===== config.mk =====
export PLATFORM = sky130hd
export DESIGN_NAME = gpipr_input_regs
export DESIGN_NICKNAME = d
export VERILOG_FILES = /design/src/hw/gpipr_pkg.sv /design/src/hw/gpipr_decode_if.sv /design/src/hw/gpipr_pull_decode.sv /design/src/hw/gpipr_input_regs.sv
export VERILOG_INCLUDE_DIRS = /design/src /design/src/hw
export SDC_FILE = /design/constraint.sdc
export NUM_CORES = 1
export LEC_CHECK = 0
export ABC_AREA = 1
export BUFFER_PORTS_ARGS = -buffer_cell sky130_fd_sc_hd__buf_2
export CORE_MARGIN = 2
export CORE_UTILIZATION = 35
export CTS_CLUSTER_SIZE = 20
export DETAILED_ROUTE_END_ITERATION = 12
export PLACE_DENSITY_LB_ADDON = 0.3
export REMOVE_ABC_BUFFERS = 1
export SLEW_MARGIN = 20
export SYNTH_ARGS = -nofsm -noshare
export SYNTH_HDL_FRONTEND = slang
export SYNTH_SLANG_ARGS = --single-unit

===== constraint.sdc =====
create_clock -name clock -period 1.6 [get_ports clock]
set_clock_uncertainty 0.2 [all_clocks]
set_input_delay 0.08 -clock clock [delete_from_list [all_inputs] [get_ports clock]]
set_output_delay 0.08 -clock clock [all_outputs]
set_load 0.005 [all_outputs]

===== src/hw/gpipr_map.svh =====
// register offsets, reset values and field positions of the input pull and polarity block
`ifndef GPIPR_MAP_SVH
`define GPIPR_MAP_SVH
`define GPIPR_OFS_ROW_IRQ_STATUS 8'h13
`define GPIPR_OFS_COL_IRQ_STATUS 8'h14
`define GPIPR_OFS_ROW_LEVEL 8'h15
`define GPIPR_OFS_COL_LEVEL 8'h16
`define GPIPR_OFS_PULL_ROWS_LOW 8'h17
`define GPIPR_OFS_PULL_ROWS_HIGH 8'h18
`define GPIPR_OFS_PULL_COLS_LOW 8'h19
`define GPIPR_OFS_PULL_COLS_HIGH 8'h1A
`define GPIPR_OFS_ROW_POLARITY 8'h1B
`define GPIPR_RST_PULL_ROWS_LOW 8'h55
`define GPIPR_RST_PULL_ROWS_HIGH 8'h05
`define GPIPR_RST_PULL_COLS_LOW 8'h51
`define GPIPR_RST_PULL_COLS_HIGH 8'h01
`define GPIPR_RST_ROW_POLARITY 8'h00
`define GPIPR_MASK_PULL_ROWS_HIGH 8'h0F
`define GPIPR_MASK_PULL_COLS_HIGH 8'h03
`define GPIPR_MASK_ROW_POLARITY 8'h3F
`define GPIPR_ROW_COUNT 6
`define GPIPR_COL_COUNT 5
`define GPIPR_PULL_WEAK_UP 2'b00
`define GPIPR_PULL_WEAK_DOWN 2'b01
`define GPIPR_PULL_STRONG_UP 2'b10
`define GPIPR_PULL_NONE 2'b11
`endif


===== src/hw/gpipr_pkg.sv =====
// types shared by the input pull and polarity block
package gpipr_pkg;
    typedef logic [7:0] gpipr_byte_t;
    typedef logic [1:0] gpipr_pull_code_t;
    typedef struct packed {
        logic weakUp;
        logic weakDown;
        logic strongUp;
    } gpipr_pull_drive_t;
    typedef enum logic [2:0] {
        GPIPR_IDLE = 3'b001,
        GPIPR_READ = 3'b010,
        GPIPR_WRITE = 3'b100
    } gpipr_access_t;
endpackage


===== src/hw/gpipr_decode_if.sv =====
// pull codes in and resistor enables out, between the top and the decoder
`timescale 1ns/1ps
interface gpipr_decode_if;
    import gpipr_pkg::*;
    gpipr_pull_code_t code [11];
    gpipr_pull_drive_t drive [11];
    modport owner (output code, input drive);
    modport decoder (input code, output drive);
endinterface


===== src/hw/gpipr_pull_decode.sv =====
// decodes each 2-bit pull code into registered resistor enables
`timescale 1ns/1ps
`include "gpipr_map.svh"
module gpipr_pull_decode
    import gpipr_pkg::*;
(
    // clock and reset
    input wire logic clock,
    input wire logic rst,
    // pull codes and enables
    gpipr_decode_if.decoder dec
);
    gpipr_pull_drive_t drive [11];
    gpipr_pull_drive_t next_drive [11];

    genvar g;
    generate
        for (g = 0; g < 11; g++) begin : gen_pin
            always_comb begin
                next_drive[g] = '0;
                unique case (dec.code[g])
                    `GPIPR_PULL_WEAK_UP: next_drive[g].weakUp = 1'b1;
                    `GPIPR_PULL_WEAK_DOWN: next_drive[g].weakDown = 1'b1;
                    `GPIPR_PULL_STRONG_UP: next_drive[g].strongUp = 1'b1;
                    `GPIPR_PULL_NONE: next_drive[g] = '0;
                endcase
            end
            // enables stay off during reset and follow the codes one edge later
            always_ff @(posedge clock) begin
                if (rst) begin
                    drive[g] <= '0;
                end else begin
                    drive[g] <= next_drive[g];
                end
            end
            assign dec.drive[g] = drive[g];

            property p_decode;
                @(posedge clock) disable iff (rst)
                1'b1 |=> drive[g] == {$past(dec.code[g]) == `GPIPR_PULL_WEAK_UP,
                    $past(dec.code[g]) == `GPIPR_PULL_WEAK_DOWN, $past(dec.code[g]) == `GPIPR_PULL_STRONG_UP};
            endproperty
            a_decode: assert property (p_decode)
                else $error("pull decode mismatch");

            property p_one_resistor;
                @(posedge clock) disable iff (rst)
                $onehot0(drive[g]);
            endproperty
            a_one_resistor: assert property (p_one_resistor)
                else $error("more than one resistor enabled");
        end
    endgenerate
endmodule


===== src/hw/gpipr_input_regs.sv =====
// row and column input status, pull selection and row interrupt polarity registers
`timescale 1ns/1ps
`include "gpipr_map.svh"
module gpipr_input_regs
    import gpipr_pkg::*;
(
    // clock and reset
    input wire logic clock,
    input wire logic rst,
    // register port
    input wire logic regWrite,
    input wire logic regRead,
    input wire logic [7:0] regAddr,
    input wire logic [7:0] regWriteData,
    output logic [7:0] regReadData,
    output logic regReadValid,
    // pin levels
    input wire logic [5:0] rowLevel,
    input wire logic [4:0] columnLevel,
    // resistor enables, one bit per pin, rows then columns
    output logic [10:0] pullWeakUp,
    output logic [10:0] pullWeakDown,
    output logic [10:0] pullStrongUp,
    // interrupt flags toward the enable and summary logic
    output logic [5:0] rowIrqFlag
);
    gpipr_byte_t pullRowsLow, pullRowsHigh, pullColsLow, pullColsHigh, rowPolarity;
    gpipr_byte_t next_pullRowsLow, next_pullRowsHigh, next_pullColsLow, next_pullColsHigh, next_rowPolarity;
    logic [5:0] rowFlag, next_rowFlag;
    gpipr_byte_t readData, next_readData;
    logic readValid, next_readValid;
    gpipr_access_t access;
    logic [5:0] rowActive;

    gpipr_decode_if dec ();

    always_comb begin
        access = GPIPR_IDLE;
        if (regWrite) begin
            access = GPIPR_WRITE;
        end else if (regRead) begin
            access = GPIPR_READ;
        end
    end

    // configuration registers
    always_comb begin
        next_pullRowsLow = pullRowsLow;
        next_pullRowsHigh = pullRowsHigh;
        next_pullColsLow = pullColsLow;
        next_pullColsHigh = pullColsHigh;
        next_rowPolarity = rowPolarity;
        if (access == GPIPR_WRITE) begin
            unique case (regAddr)
                `GPIPR_OFS_PULL_ROWS_LOW: next_pullRowsLow = regWriteData;
                `GPIPR_OFS_PULL_ROWS_HIGH: next_pullRowsHigh = regWriteData & `GPIPR_MASK_PULL_ROWS_HIGH;
                `GPIPR_OFS_PULL_COLS_LOW: next_pullColsLow = regWriteData;
                `GPIPR_OFS_PULL_COLS_HIGH: next_pullColsHigh = regWriteData & `GPIPR_MASK_PULL_COLS_HIGH;
                `GPIPR_OFS_ROW_POLARITY: next_rowPolarity = regWriteData & `GPIPR_MASK_ROW_POLARITY;
                default: ;
            endcase
        end
    end

    always_ff @(posedge clock) begin
        if (rst) begin
            pullRowsLow <= `GPIPR_RST_PULL_ROWS_LOW;
            pullRowsHigh <= `GPIPR_RST_PULL_ROWS_HIGH;
            pullColsLow <= `GPIPR_RST_PULL_COLS_LOW;
            pullColsHigh <= `GPIPR_RST_PULL_COLS_HIGH;
            rowPolarity <= `GPIPR_RST_ROW_POLARITY;
        end else begin
            pullRowsLow <= next_pullRowsLow;
            pullRowsHigh <= next_pullRowsHigh;
            pullColsLow <= next_pullColsLow;
            pullColsHigh <= next_pullColsHigh;
            rowPolarity <= next_rowPolarity;
        end
    end

    // level-triggered flags: a still-active pin keeps its flag set through a status read, which clears only inactive pins
    assign rowActive = ~(rowLevel ^ rowPolarity[5:0]);
    always_comb begin
        next_rowFlag = rowFlag;
        if (access == GPIPR_READ && regAddr == `GPIPR_OFS_ROW_IRQ_STATUS) begin
            next_rowFlag = '0;
        end
        next_rowFlag = next_rowFlag | rowActive;
    end

    always_ff @(posedge clock) begin
        if (rst) begin
            rowFlag <= '0;
        end else begin
            rowFlag <= next_rowFlag;
        end
    end
    assign rowIrqFlag = rowFlag;

    // read port; unmapped offsets read zero
    always_comb begin
        next_readData = '0;
        next_readValid = 1'b0;
        if (access == GPIPR_READ) begin
            next_readValid = 1'b1;
            unique case (regAddr)
                `GPIPR_OFS_ROW_IRQ_STATUS: next_readData = {2'b00, rowFlag};
                `GPIPR_OFS_ROW_LEVEL: next_readData = {2'b00, rowLevel};
                `GPIPR_OFS_COL_LEVEL: next_readData = {3'b000, columnLevel};
                `GPIPR_OFS_PULL_ROWS_LOW: next_readData = pullRowsLow;
                `GPIPR_OFS_PULL_ROWS_HIGH: next_readData = pullRowsHigh;
                `GPIPR_OFS_PULL_COLS_LOW: next_readData = pullColsLow;
                `GPIPR_OFS_PULL_COLS_HIGH: next_readData = pullColsHigh;
                `GPIPR_OFS_ROW_POLARITY: next_readData = rowPolarity;
                default: next_readData = '0;
            endcase
        end
    end

    always_ff @(posedge clock) begin
        if (rst) begin
            readData <= '0;
            readValid <= 1'b0;
        end else begin
            readData <= next_readData;
            readValid <= next_readValid;
        end
    end
    assign regReadData = readData;
    assign regReadValid = readValid;

    // pins 0..5 rows, 6..10 columns
    always_comb begin
        for (int i = 0; i < 4; i++) begin
            dec.code[i] = pullRowsLow[2*i +: 2];
            dec.code[6+i] = pullColsLow[2*i +: 2];
        end
        dec.code[4] = pullRowsHigh[1:0];
        dec.code[5] = pullRowsHigh[3:2];
        dec.code[10] = pullColsHigh[1:0];
    end

    gpipr_pull_decode u_decode (
        .clock(clock),
        .rst(rst),
        .dec(dec.decoder)
    );

    genvar g;
    generate
        for (g = 0; g < 11; g++) begin : gen_out
            assign pullWeakUp[g] = dec.drive[g].weakUp;
            assign pullWeakDown[g] = dec.drive[g].weakDown;
            assign pullStrongUp[g] = dec.drive[g].strongUp;
        end
    endgenerate

    property p_col_level;
        @(posedge clock) disable iff (rst)
        regRead && !regWrite && regAddr == `GPIPR_OFS_COL_LEVEL
        |=> regReadValid && regReadData == {3'b000, $past(columnLevel)};
    endproperty
    a_col_level: assert property (p_col_level)
        else $error("column level read wrong");

    property p_rows_low_reset;
        @(posedge clock)
        rst |=> pullRowsLow == `GPIPR_RST_PULL_ROWS_LOW;
    endproperty
    a_rows_low_reset: assert property (p_rows_low_reset)
        else $error("row pull low reset wrong");

    property p_rows_low_write;
        @(posedge clock) disable iff (rst)
        regWrite && regAddr == `GPIPR_OFS_PULL_ROWS_LOW
        |=> pullRowsLow == $past(regWriteData);
    endproperty
    a_rows_low_write: assert property (p_rows_low_write)
        else $error("row pull low write wrong");

    property p_rows_high_mask;
        @(posedge clock) disable iff (rst)
        regWrite && regAddr == `GPIPR_OFS_PULL_ROWS_HIGH
        |=> pullRowsHigh == {4'h0, $past(regWriteData[3:0])};
    endproperty
    a_rows_high_mask: assert property (p_rows_high_mask)
        else $error("row pull high write wrong");

    property p_rows_high_reset;
        @(posedge clock)
        rst |=> pullRowsHigh == `GPIPR_RST_PULL_ROWS_HIGH;
    endproperty
    a_rows_high_reset: assert property (p_rows_high_reset)
        else $error("row pull high reset wrong");

    property p_cols_low_reset;
        @(posedge clock)
        rst |=> pullColsLow == `GPIPR_RST_PULL_COLS_LOW;
    endproperty
    a_cols_low_reset: assert property (p_cols_low_reset)
        else $error("column pull low reset wrong");

    property p_cols_low_write;
        @(posedge clock) disable iff (rst)
        regWrite && regAddr == `GPIPR_OFS_PULL_COLS_LOW
        |=> pullColsLow == $past(regWriteData);
    endproperty
    a_cols_low_write: assert property (p_cols_low_write)
        else $error("column pull low write wrong");

    property p_cols_high_reset;
        @(posedge clock)
        rst |=> pullColsHigh == `GPIPR_RST_PULL_COLS_HIGH;
    endproperty
    a_cols_high_reset: assert property (p_cols_high_reset)
        else $error("column pull high reset wrong");

    property p_cols_high_mask;
        @(posedge clock) disable iff (rst)
        regWrite && regAddr == `GPIPR_OFS_PULL_COLS_HIGH
        |=> pullColsHigh == {6'h00, $past(regWriteData[1:0])};
    endproperty
    a_cols_high_mask: assert property (p_cols_high_mask)
        else $error("column pull high write wrong");

    property p_polarity_write;
        @(posedge clock) disable iff (rst)
        regWrite && regAddr == `GPIPR_OFS_ROW_POLARITY
        |=> rowPolarity == {2'b00, $past(regWriteData[5:0])};
    endproperty
    a_polarity_write: assert property (p_polarity_write)
        else $error("polarity write wrong");

    property p_polarity_set;
        @(posedge clock) disable iff (rst)
        1'b1 |=> (rowIrqFlag | ($past(rowLevel) ^ $past(rowPolarity[5:0]))) == 6'h3F;
    endproperty
    a_polarity_set: assert property (p_polarity_set)
        else $error("row flag not set on active level");

    property p_flag_needs_level;
        @(posedge clock) disable iff (rst)
        1'b1 |=> (rowIrqFlag & ~$past(rowIrqFlag) & ($past(rowLevel) ^ $past(rowPolarity[5:0]))) == 6'h00;
    endproperty
    a_flag_needs_level: assert property (p_flag_needs_level)
        else $error("row flag set on inactive level");

    property p_flag_sticky;
        @(posedge clock) disable iff (rst)
        !(regRead && !regWrite && regAddr == `GPIPR_OFS_ROW_IRQ_STATUS)
        |=> (rowIrqFlag & $past(rowIrqFlag)) == $past(rowIrqFlag);
    endproperty
    a_flag_sticky: assert property (p_flag_sticky)
        else $error("row flag dropped without read");

    property p_clear_on_read;
        @(posedge clock) disable iff (rst)
        regRead && !regWrite && regAddr == `GPIPR_OFS_ROW_IRQ_STATUS
        |=> rowIrqFlag == ~($past(rowLevel) ^ $past(rowPolarity[5:0]));
    endproperty
    a_clear_on_read: assert property (p_clear_on_read)
        else $error("flags not cleared by read");

    property p_flag_reset;
        @(posedge clock)
        rst |=> rowIrqFlag == 6'h00 && !regReadValid && regReadData == 8'h00;
    endproperty
    a_flag_reset: assert property (p_flag_reset)
        else $error("flags or read port not cleared by reset");

    property p_reserved_zero;
        @(posedge clock) disable iff (rst)
        pullColsHigh[7:2] == 6'h00 && rowPolarity[7:6] == 2'b00
        && pullRowsHigh[7:4] == 4'h0;
    endproperty
    a_reserved_zero: assert property (p_reserved_zero)
        else $error("reserved bits not zero");

    property p_unmapped_zero;
        @(posedge clock) disable iff (rst)
        regRead && !regWrite && (regAddr < `GPIPR_OFS_ROW_IRQ_STATUS || regAddr > `GPIPR_OFS_ROW_POLARITY)
        |=> regReadValid && regReadData == 8'h00;
    endproperty
    a_unmapped_zero: assert property (p_unmapped_zero)
        else $error("unmapped read not zero");

    property p_read_pulse;
        @(posedge clock) disable iff (rst)
        !regRead |=> !regReadValid;
    endproperty
    a_read_pulse: assert property (p_read_pulse)
        else $error("read valid without read");

    property p_read_answer;
        @(posedge clock) disable iff (rst)
        regRead && !regWrite |=> regReadValid;
    endproperty
    a_read_answer: assert property (p_read_answer)
        else $error("read not answered");

    property p_write_wins;
        @(posedge clock) disable iff (rst)
        regWrite |=> !regReadValid;
    endproperty
    a_write_wins: assert property (p_write_wins)
        else $error("read answered during write");

    property p_idle_data_zero;
        @(posedge clock) disable iff (rst)
        !regRead || regWrite |=> regReadData == 8'h00;
    endproperty
    a_idle_data_zero: assert property (p_idle_data_zero)
        else $error("read data not zero without read");
endmodule


* Word level (Yosys, flattened, before mapping)
Memory sizes are Yosys's and may differ from the RTL's.
Cells that the tools add are included.
Widths: inputs -> output; s select.
** Operators by class
- Reduce and logical (&&, ||, !) cells :: 18
- Multiplexer cells :: 52
- Bitwise operators :: 15
- Equal/unequal tests :: 32
** Operators by type and width (number)
- $eq 8x5->1 const B :: 8
- $pmux 8 s8 :: 1
- $mux 1 :: 37
- $mux 3 :: 12
- $eq 2x1->1 const B :: 11
- $eq 2x2->1 const B :: 11
- $logic_not 2->1 :: 11
- $or 1x1->1 :: 11
- $reduce_and 2->1 :: 5
- $mux 6 :: 1
- $not 6->6 :: 1
- $or 6x6->6 :: 1
- $xor 6x6->6 :: 1
- $eq 3x2->1 const B :: 1
- $eq 3x3->1 const B :: 1
- $mux 2 :: 1
- $reduce_or 2->1 :: 1
- $logic_and 1x1->1 :: 1
- $not 1->1 :: 1
** Word-level totals
- Bits in registers :: 43
- Memories :: 1
- Memory bits (writable) :: 33
- Input bits :: 31
- Output and inout port bits :: 48
- Word-level logic and storage cells :: 126
** Memories
- u_decode.drive :: depth 11, bits a word 3, rd ports 11, clocked after memory_dff 0, wr ports 11, line gpipr_pull_decode.sv:13 : gpipr_pull_drive_t drive [11];

* Longest topological paths before layout
Gate-level depths: netlist of the first run.
- Depth in word-level cells :: 6
- Gate-level depth with buffers :: 10

* Hierarchy
Synthesis of the first run repeated with hierarchy kept, for this count alone.
** Unflattened totals
- Cells, all modules :: 407
- Area, all modules :: 3075.4 µm²
** Modules (own cells, without submodules)
- gpipr_input_regs :: cells an instance 294, seq. area each 860.8 µm², area each 2105.8 µm², times used 1
- gpipr_pull_decode :: cells an instance 113, seq. area each 660.6 µm², area each 969.7 µm², times used 1

* Worst setup path after synthesis of the first run
OpenSTA, ideal clock, no wires.
- Path type :: input port to flip-flop
- From :: in regAddr[5]
- To :: reg pullColsHigh[1]
- Slack :: 0.453 ns
- Cell stages on the path :: 7
- Library setup time :: 0.119 ns
- Arrival :: 0.827 ns
- Path through :: inv_2 > nand2_2 > nor2_8 > buf_6 > nand3_1 > o21ai_0 > a21oi_1
** Between the ends
- Longest elaborated chain between the ends :: 2
** RTL lines
- start: declaration :: line gpipr_input_regs.sv:13 : input wire logic [7:0] regAddr,
- $eq 8x5->1 :: line gpipr_input_regs.sv:54 : unique case (regAddr)
- $reduce_and 2->1 (no line)
- end signal: assignment :: line gpipr_input_regs.sv:70 : pullColsHigh <= `GPIPR_RST_PULL_COLS_HIGH;
- end signal: assignment :: line gpipr_input_regs.sv:76 : pullColsHigh <= next_pullColsHigh;
- end: declaration :: line gpipr_input_regs.sv:27 : gpipr_byte_t pullRowsLow, pullRowsHigh, pullColsLow, pullColsHigh, rowPolarity;
No other way between the ends.
A chain may end at the register's enable or synchronous reset.

* Final worst setup path of the first run
- From :: in regWrite
- To :: reg pullColsLow[2]
** Between the ends
- Longest elaborated chain between the ends :: 3
** RTL lines
- start: declaration :: line gpipr_input_regs.sv:11 : input wire logic regWrite,
- $mux 3 :: line gpipr_input_regs.sv:39 : if (regWrite) begin
- $eq 3x3->1 :: line gpipr_input_regs.sv:53 : if (access == GPIPR_WRITE) begin
- $reduce_and 2->1 (no line)
- end signal: assignment :: line gpipr_input_regs.sv:69 : pullColsLow <= `GPIPR_RST_PULL_COLS_LOW;
- end signal: assignment :: line gpipr_input_regs.sv:75 : pullColsLow <= next_pullColsLow;
- end: declaration :: line gpipr_input_regs.sv:27
No other way between the ends.

==> results of run 1 <==
[worst max-delay path, stage by stage]
cell           delay [ps]
dlygate4sd3_1         530
buf_2                 220
nand3_2               190
buf_4                 210
o21ai_1               120
a21oi_1                50
[metal layers]
layer	global-route usage	share of wire	vias up
li1	-	-	1405
met1	0.244	0.49	1217
met2	0.273	0.44	68
met3	0.0352	0.049	10
met4	0.0798	0.018	0
met5	0	0	-
[final timing paths]
check / start / end / depth (start not counted)
worst min register to register: pullColsLow[7] / u_decode.drive[9][1] / 1
worst min-delay path: regAddr[7] / regReadData[4] / 8
worst max-delay path: regWrite / pullColsLow[2] / 6
worst max register to register: pullRowsLow[0] / regReadData[0] / 4
[cells in the mapped netlist (all sizes together)]
cell,number
a21oi,38
buf,10
clkbuf,3
dfxtp,76
inv,50
nand2,39
nand3,46
nor2,26
nor3,33
o21ai,32
o22ai,2
xor2,6
[logic make-up after synthesis]
| family | count (synthesis) |
|---|---|
| buf+inv | 63 |
| xor+xnor | 6 |
| flops | 76 |
| compound gates | 72 |
| simple gates | 144 |
[registers in the layout, summed over array words and instances, names as in the netlist]
signal	count
regReadData	8
regReadValid	1
pullColsHigh	2
pullRowsHigh	4
pullColsLow	8
pullRowsLow	8
u_decode.drive	33
rowIrqFlag	6
rowPolarity	6
[what timing repair did]
item,in CTS,in global routing
endpoints found under the hold margin,52,0
buffers inserted,0,0
endpoints found under the setup margin,0,0
hold buffers,22,0
[cell type report]
class | count | area [µm²]
Timing Repair Buffer | 107 | 688
Clock inverter | 6 | 96.3
Clock buffer | 10 | 138
Fill cell | 839 | 4290
Sequential cell | 76 | 1520
Inverter | 50 | 188
Tap cell | 105 | 131
Multi-Input combinational cell | 222 | 1160
[stage by stage]
stage	utilization	total power [mW]	std cells	hold slack, ps	cell area, µm²
finish	0.477	3.91	576	69.2	3920
global route	0.477	4.04	576	101	3920
CTS	0.477	3.94	576	49.0	3920
detailed placement	0.422	2.22	538	127	3470
global placement	0.422	2.21	538	123	3470
floorplan	-	2.08	348	-50.9	2870
[power groups by stage]
stage	Clock (mW)	Combinational (mW)	Sequential, mW
global placement	0	0.235	1.98
finish	1.70	0.281	1.93
CTS	1.72	0.281	1.93
floorplan	0	0.0948	1.98
global route	1.80	0.311	1.94
detailed placement	0	0.238	1.98
==> flow_summary.ini, run 1 <==
[run_status]
status = finished clean

[floorplanning]
placementRows = 33
dieArea_mm2 = 0.00920
io_pins = 79
fp.dieW_um = 95.9
initial_core_util = 0.360
die-height_um = 95.9
coreArea_mm2 = 0.00822

[global_route]
grt_pass1_wl_um = 12500
antenna_found_initial = 0
grt_pass1_vias = 2551
grt_usage = 0.179
grt-ovfl-total = 0
grt_max_degree = 32

[detailed_routing]
vias_per_cell = 4.69
vias = 2700
drt-pass1-iter-count = 4
final_antenna_net_count = 0
drtIter0Drc = 133
drc_errors = 0
routed_wl_um = 7770
wl_per_cell_um = 13.5

[worst_setup_path]
worst-path-max-fanout = 6
cp-start-kind = input port
setup.worst_path.end_class = flip-flop
crit_type = input port to flip-flop
cp.required_ps = 1650
reg2reg_slack_ps = 520
worst_ep_arrival_time_ps = 1400

[clock_network]
cts_tree = done
worstSkewPairLatency_ps = 360
cts_sinks = 76
cts-resized-gates = 0
root_buffer = clkbuf_8
path_clk_slew_ps = 80
clock_path_buffers = 2
cts_buffers = 9
h-tree-depth = 3

[yosys]
syn_area_mm2 = 0.00296
synthTopCellsByArea = dfxtp_1, nand3_1, a21oi_1
synth_cell_types = 25
ys_seq_area_frac = 0.515
synth_xor_area_frac = 0.0178
synth.avg_cell_area_um2 = 8.19
synth_cells = 361
synth_warnings = 0
synthAdderAreaFrac = 0
synthMuxAreaShare = 0
synth_top_area_share = 0.515
synth_top_cell_by_area = dfxtp_1
ys_ff_latch = 76
synth_compound_area_frac = 0.124
synth_top_family_by_area = simple AND/OR/NAND/NOR gates
yosys.area_share.simple = 0.251

[sta]
max_slew_margin = 0.743
rsz0062_at_grt = no
period_share = 0.847
setup-violations-final = 0
worst_pin_slew_ps = 384
fmax_mhz = 738
setup_tns_ps = 0
min_period_ps = 1360
fin_ws_ps = 245
slew_violations = 0
hold_viol_final = 0

[power]
p_int_mw = 2.98
pwr-share-seq = 0.495
power.density_mw_per_mm2 = 997
p_leak_nw = 1.86
clockPowerShare = 0.433
ir_drop_mv = 0.366
p_comb_frac = 0.072
p_sw_frac = 0.237
switchingPower_mw = 0.928

[cells_and_area]
mostFrequentLayoutCells = buf_2, dfxtp_1, inv_1
drive_gt1_frac = 0.265
fin_nets = 497
antenna_cells = 0
synthToLayoutAreaGrowth_pct = 32.7
layout_commonest_cell = buf_2

[hold_path]
hp-class = input port to flip-flop

[place]
dp_hpwl_um = 5540
portBuffers = 78
place.gp.congestion = 0.828
dp_slack_ps = 126

[flow_run]
drv_cap = 0
No activity file was read; power rests on OpenSTA's default activity.
==> run 2: changes to the inputs <==
clock period = 1.1 ns   (was 1.6 ns; I/O delays follow)
==> flow_summary.ini, run 2 (same netlist as run 1, synthesis figures left out) <==
[cells_and_area]
postLayoutCellArea_mm2 = 0.00413
finalNonFillerCells = 597
postLayoutCoreUtil = 0.503
layout_commonest_cell = buf_2
antenna_cells = 0
mostFrequentLayoutCells = buf_2, dfxtp_1, inv_1
synthToLayoutAreaGrowth_pct = 39.8
fin_nets = 518
largest_reg_flops = 33
regMostFlops = u_decode.drive
drive_gt1_frac = 0.341

[place]
dp_hpwl_um = 5740
place.gp.congestion = 0.839
place_area_mm2 = 0.00361
portBuffers = 78
dp.cells = 557

[run_status]
violations = negative hold slack
status = finished, violations left

[worst_setup_path]
crit_type = flip-flop to output port
cp.required_ps = 840
worst-path-max-fanout = 3
worst_ep_arrival_time_ps = 800
crit_chain = buf_2
cp_slowest_cell = dfxtp_2
cp_num_buf_inv = 1
crit_path_max_incr_delay_ps = 350
cpLargestDelayFamily = flip-flops
setup.worst_path.end_class = output port
cp-start-kind = flip-flop

[clock_network]
clock_path_buffers = 2
path_clk_slew_ps = 80
worstSkewPairLatency_ps = 340
cts_tree = done
ctsHoldBuffers = 21
h-tree-depth = 3
cts_sinks = 76
cts_buffers = 9
root_buffer = clkbuf_8

[power]
p_int_mw = 4.12
power.density_mw_per_mm2 = 1310
p_leak_nw = 1.97
switchingPower_mw = 1.29
clockPowerShare = 0.397
ir_drop_mv = 0.579
pwr-share-seq = 0.520
p_comb_frac = 0.083
total_power_mw = 5.42
p_sw_frac = 0.239

[sta]
max_slew_margin = 0.812
hold_ws_ps = -46.6
setup-violations-final = 0
hold_viol_final = 49
slew_violations = 0
period_share = 0.963
worst_pin_slew_ps = 281
fmax_mhz = 944
min_period_ps = 1060
setup_tns_ps = 0

[detailed_routing]
final_antenna_net_count = 0
drtIter0Drc = 119
vias = 2748
wl_per_cell_um = 13.1
routed_wl_um = 7850
drc_errors = 0
vias_per_cell = 4.60
drt-pass1-iter-count = 4

[global_route]
grt_pass1_wl_um = 12600
grt_max_degree = 32
grt_usage = 0.179
grt-ovfl-total = 0
grt_pass1_vias = 2605
antenna_found_initial = 0

[flow_run]
drv_cap = 0

[floorplanning]
placementRows = 33
coreArea_mm2 = 0.00822
initial_core_util = 0.360
die-height_um = 95.9
fp.dieW_um = 95.9
dieArea_mm2 = 0.00920
io_pins = 79

[hold_path]
hp-class = input port to flip-flop
## run 2: changes by cell type in the layout (fill, tap and decap cells not counted), moves of 2 or more
cell	before	now
buf_4	5	23
dfxtp_1	76	61
dfxtp_2	0	15
buf_6	0	5
nand3_1	42	38
nand3_2	3	6
clkinvlp_4	1	3
nand2_1	33	31
nand2_4	1	3
## run 2: layer usage
| layer | GRT usage | up-vias | part of all wire |
|---|---|---|---|
| met5 | 0 | - | 0 |
| met4 | 0.0643 | 0 | 0.014 |
| met3 | 0.0392 | 9 | 0.042 |
| met2 | 0.275 | 62 | 0.45 |
| met1 | 0.247 | 1239 | 0.49 |
| li1 | - | 1438 | - |
## run 2: cell type report
type                            count  area, µm²
Clock buffer                       11        141
Clock inverter                      5       61.3
Fill cell                         786       4080
Inverter                           50        190
Multi-Input combinational cell    222       1200
Sequential cell                    76       1540
Tap cell                          105        131
Timing Repair Buffer              128        865
## run 2: repair_timing
action / in CTS / in global routing
setup endpoints to repair: 1 / 21
pin swaps: 0 / 5
resized for setup: 1 / 30
buffers inserted: 0 / 4
endpoints found under the hold margin: 67 / 33
## run 2: path summary, 6_finish.rpt
| path | from | to | slack [ps] | cells after the start |
|---|---|---|---|---|
| max | rowIrqFlag[3] | rowIrqFlag[3] | 40 | 1 |
| min | regWrite | pullColsHigh[1] | -50 | 3 |
| max reg2reg | pullRowsLow[3] | regReadData[3] | 50 | 4 |
| min reg2reg | pullRowsLow[7] | u_decode.drive[3][2] | 230 | 1 |
## run 2: power groups by stage
| stage | sequential [mW] | clock, mW | combinational (mW) |
|---|---|---|---|
| final | 2.82 | 2.15 | 0.448 |
| after global routing | 2.82 | 2.31 | 0.495 |
| after CTS | 2.81 | 2.19 | 0.435 |
| after detailed placement | 2.88 | 0 | 0.375 |
| after global placement | 2.88 | 0 | 0.372 |
| after floorplan | 2.88 | 0 | 0.138 |
## run 2: stage by stage
| step | worst slack, ps | hold slack (ps) |
|---|---|---|
| after CTS | 0.431 | -63.9 |
| after global routing | -0.957 | -21.1 |
| after floorplan | -289 | -75.9 |
| final | 40.6 | -46.6 |
| after detailed placement | -279 | 98.3 |
| after global placement | -246 | 96.7 |
==> run 3: changes to the inputs <==
BUFFER_PORTS_ARGS = -buffer_cell sky130_fd_sc_hd__buf_4   (was -buffer_cell sky130_fd_sc_hd__buf_2)
==> flow_summary.ini, run 3 (same netlist as run 1, synthesis figures left out) <==
[run_status]
status = finished, violations left
violations = negative hold slack

[global_route]
grt_pass1_wl_um = 12500
antenna_found_initial = 0
grt_max_degree = 28
grt-ovfl-total = 0
grt_usage = 0.181
grt_pass1_vias = 2614

[sta]
hold_ws_ps = -99.7
period_share = 0.986
rsz0062_at_grt = yes
slew_violations = 0
fmax_mhz = 922
hold_viol_final = 50
worst_pin_slew_ps = 284
min_period_ps = 1080
max_slew_margin = 0.810
setup-violations-final = 0

[detailed_routing]
vias_per_cell = 4.79
drt-pass1-iter-count = 5
final_antenna_net_count = 0
routed_wl_um = 8120
drc_errors = 0
vias = 2843
wl_per_cell_um = 13.7
drtIter0Drc = 172

[worst_setup_path]
worst-path-max-fanout = 4
worst_ep_arrival_time_ps = 1160
setup.worst_path.end_class = flip-flop
cp_num_buf_inv = 0
crit_type = flip-flop to flip-flop
cp.required_ps = 1180
crit_path_max_incr_delay_ps = 410
cp-start-kind = flip-flop
cp_slowest_cell = dfxtp_1
cpLargestDelayFamily = flip-flops
crit_chain = nand3_1 -> nand2_1 -> nor2_1 -> a21oi_1

[power]
p_leak_nw = 1.97
ir_drop_mv = 0.607
power.density_mw_per_mm2 = 1270

[place]
place.gp.congestion = 0.856
dp_hpwl_um = 5760
dp.cells = 551
portBuffers = 78

[clock_network]
h-tree-depth = 3
path_clk_slew_ps = 70
root_buffer = clkbuf_8
worstSkewPairLatency_ps = 340
clock_path_buffers = 2
ctsHoldBuffers = 20
cts_sinks = 76
cts_tree = done
cts_buffers = 9

[cells_and_area]
antenna_cells = 0
synthToLayoutAreaGrowth_pct = 44.2
fillers = 779
drive_gt1_frac = 0.326
fin_nets = 514
regArea_mm2 = 0.00153
finalNonFillerCells = 593
multiInputGateArea_mm2 = 0.00120
largest_reg_flops = 33
mostFrequentLayoutCells = buf_4, dfxtp_1, inv_1
regMostFlops = u_decode.drive
layout_commonest_cell = buf_4
postLayoutCoreUtil = 0.519

[floorplanning]
coreArea_mm2 = 0.00822
initial_core_util = 0.360
dieArea_mm2 = 0.00920
io_pins = 79
die-height_um = 95.9
placementRows = 33
fp.dieW_um = 95.9

[hold_path]
hp-class = input port to flip-flop

[flow_run]
drv_cap = 0
-- run 3: changes by cell type in the layout (fill, tap and decap cells not counted), sizes merged --
cell / before / now
clkbuf: 11 / 12
clkinvlp: 3 / 0
dlygate4sd3: 21 / 20
buf: 107 / 104
clkinv: 1 / 3
-- run 3: timing repair --
item	CTS	global route
pin swaps	0	7
endpoints found under the setup margin	4	22
cloned	0	0
hold endpoints to repair	53	36
setup buffers	1	7
gates resized for setup	4	22
-- run 3: power breakdown --
| group | internal [mW] | switching [mW] |
|---|---|---|
| clock network | 1.11 | 0.986 |
| logic | 0.253 | 0.239 |
| registers | 2.80 | 0.0234 |
-- run 3: routing by layer --
metal / track usage / up-vias / wire length [µm]
met3: 0.0384 / 17 / 448
met2: 0.275 / 101 / 3770
met5: 0 / - / 0
met4: 0.0821 / 0 / 174
met1: 0.245 / 1289 / 3720
li1: - / 1436 / -
-- run 3: area by class of cell --
class,count,share of cell area
clock inverter,4,0.0114
sequential,76,0.360
inverter,50,0.0446
tap,105,0.0308
timing repair buffer,124,0.239
clock buffer,12,0.0340
multi-input combinational,222,0.281
-- run 3: path summary, 6_finish.rpt --
check / start / end / slack (ps) / depth (start not counted)
hold / removal: regWrite / pullColsHigh[1] / -100 / 3
setup / recovery: pullRowsLow[3] / regReadData[3] / 20 / 4
setup reg to reg: pullRowsLow[3] / regReadData[3] / 20 / 4
hold reg to reg: pullRowsLow[7] / u_decode.drive[3][2] / 250 / 1
-- run 3: per-stage QoR --
step | hold WS (ps) | TNS (ps) | worst slack (ps) | area (µm²) | total power [mW]
final | -99.7 | 0 | 15.0 | 4260 | 5.41
after global routing | -64.7 | -153 | -69.8 | 4260 | 5.61
after CTS | -114 | 0 | 2.65 | 4140 | 5.43
after detailed placement | 91.8 | -9480 | -291 | 3750 | 3.30
after global placement | 88.5 | -8400 | -254 | 3750 | 3.29
after floorplan | -75.9 | -6880 | -289 | 2870 | 3.02
-- run 3: worst min-delay path, cell delays in order --
cell	delay [ps]
buf_4	150
nand3_1	120
a21oi_1	70
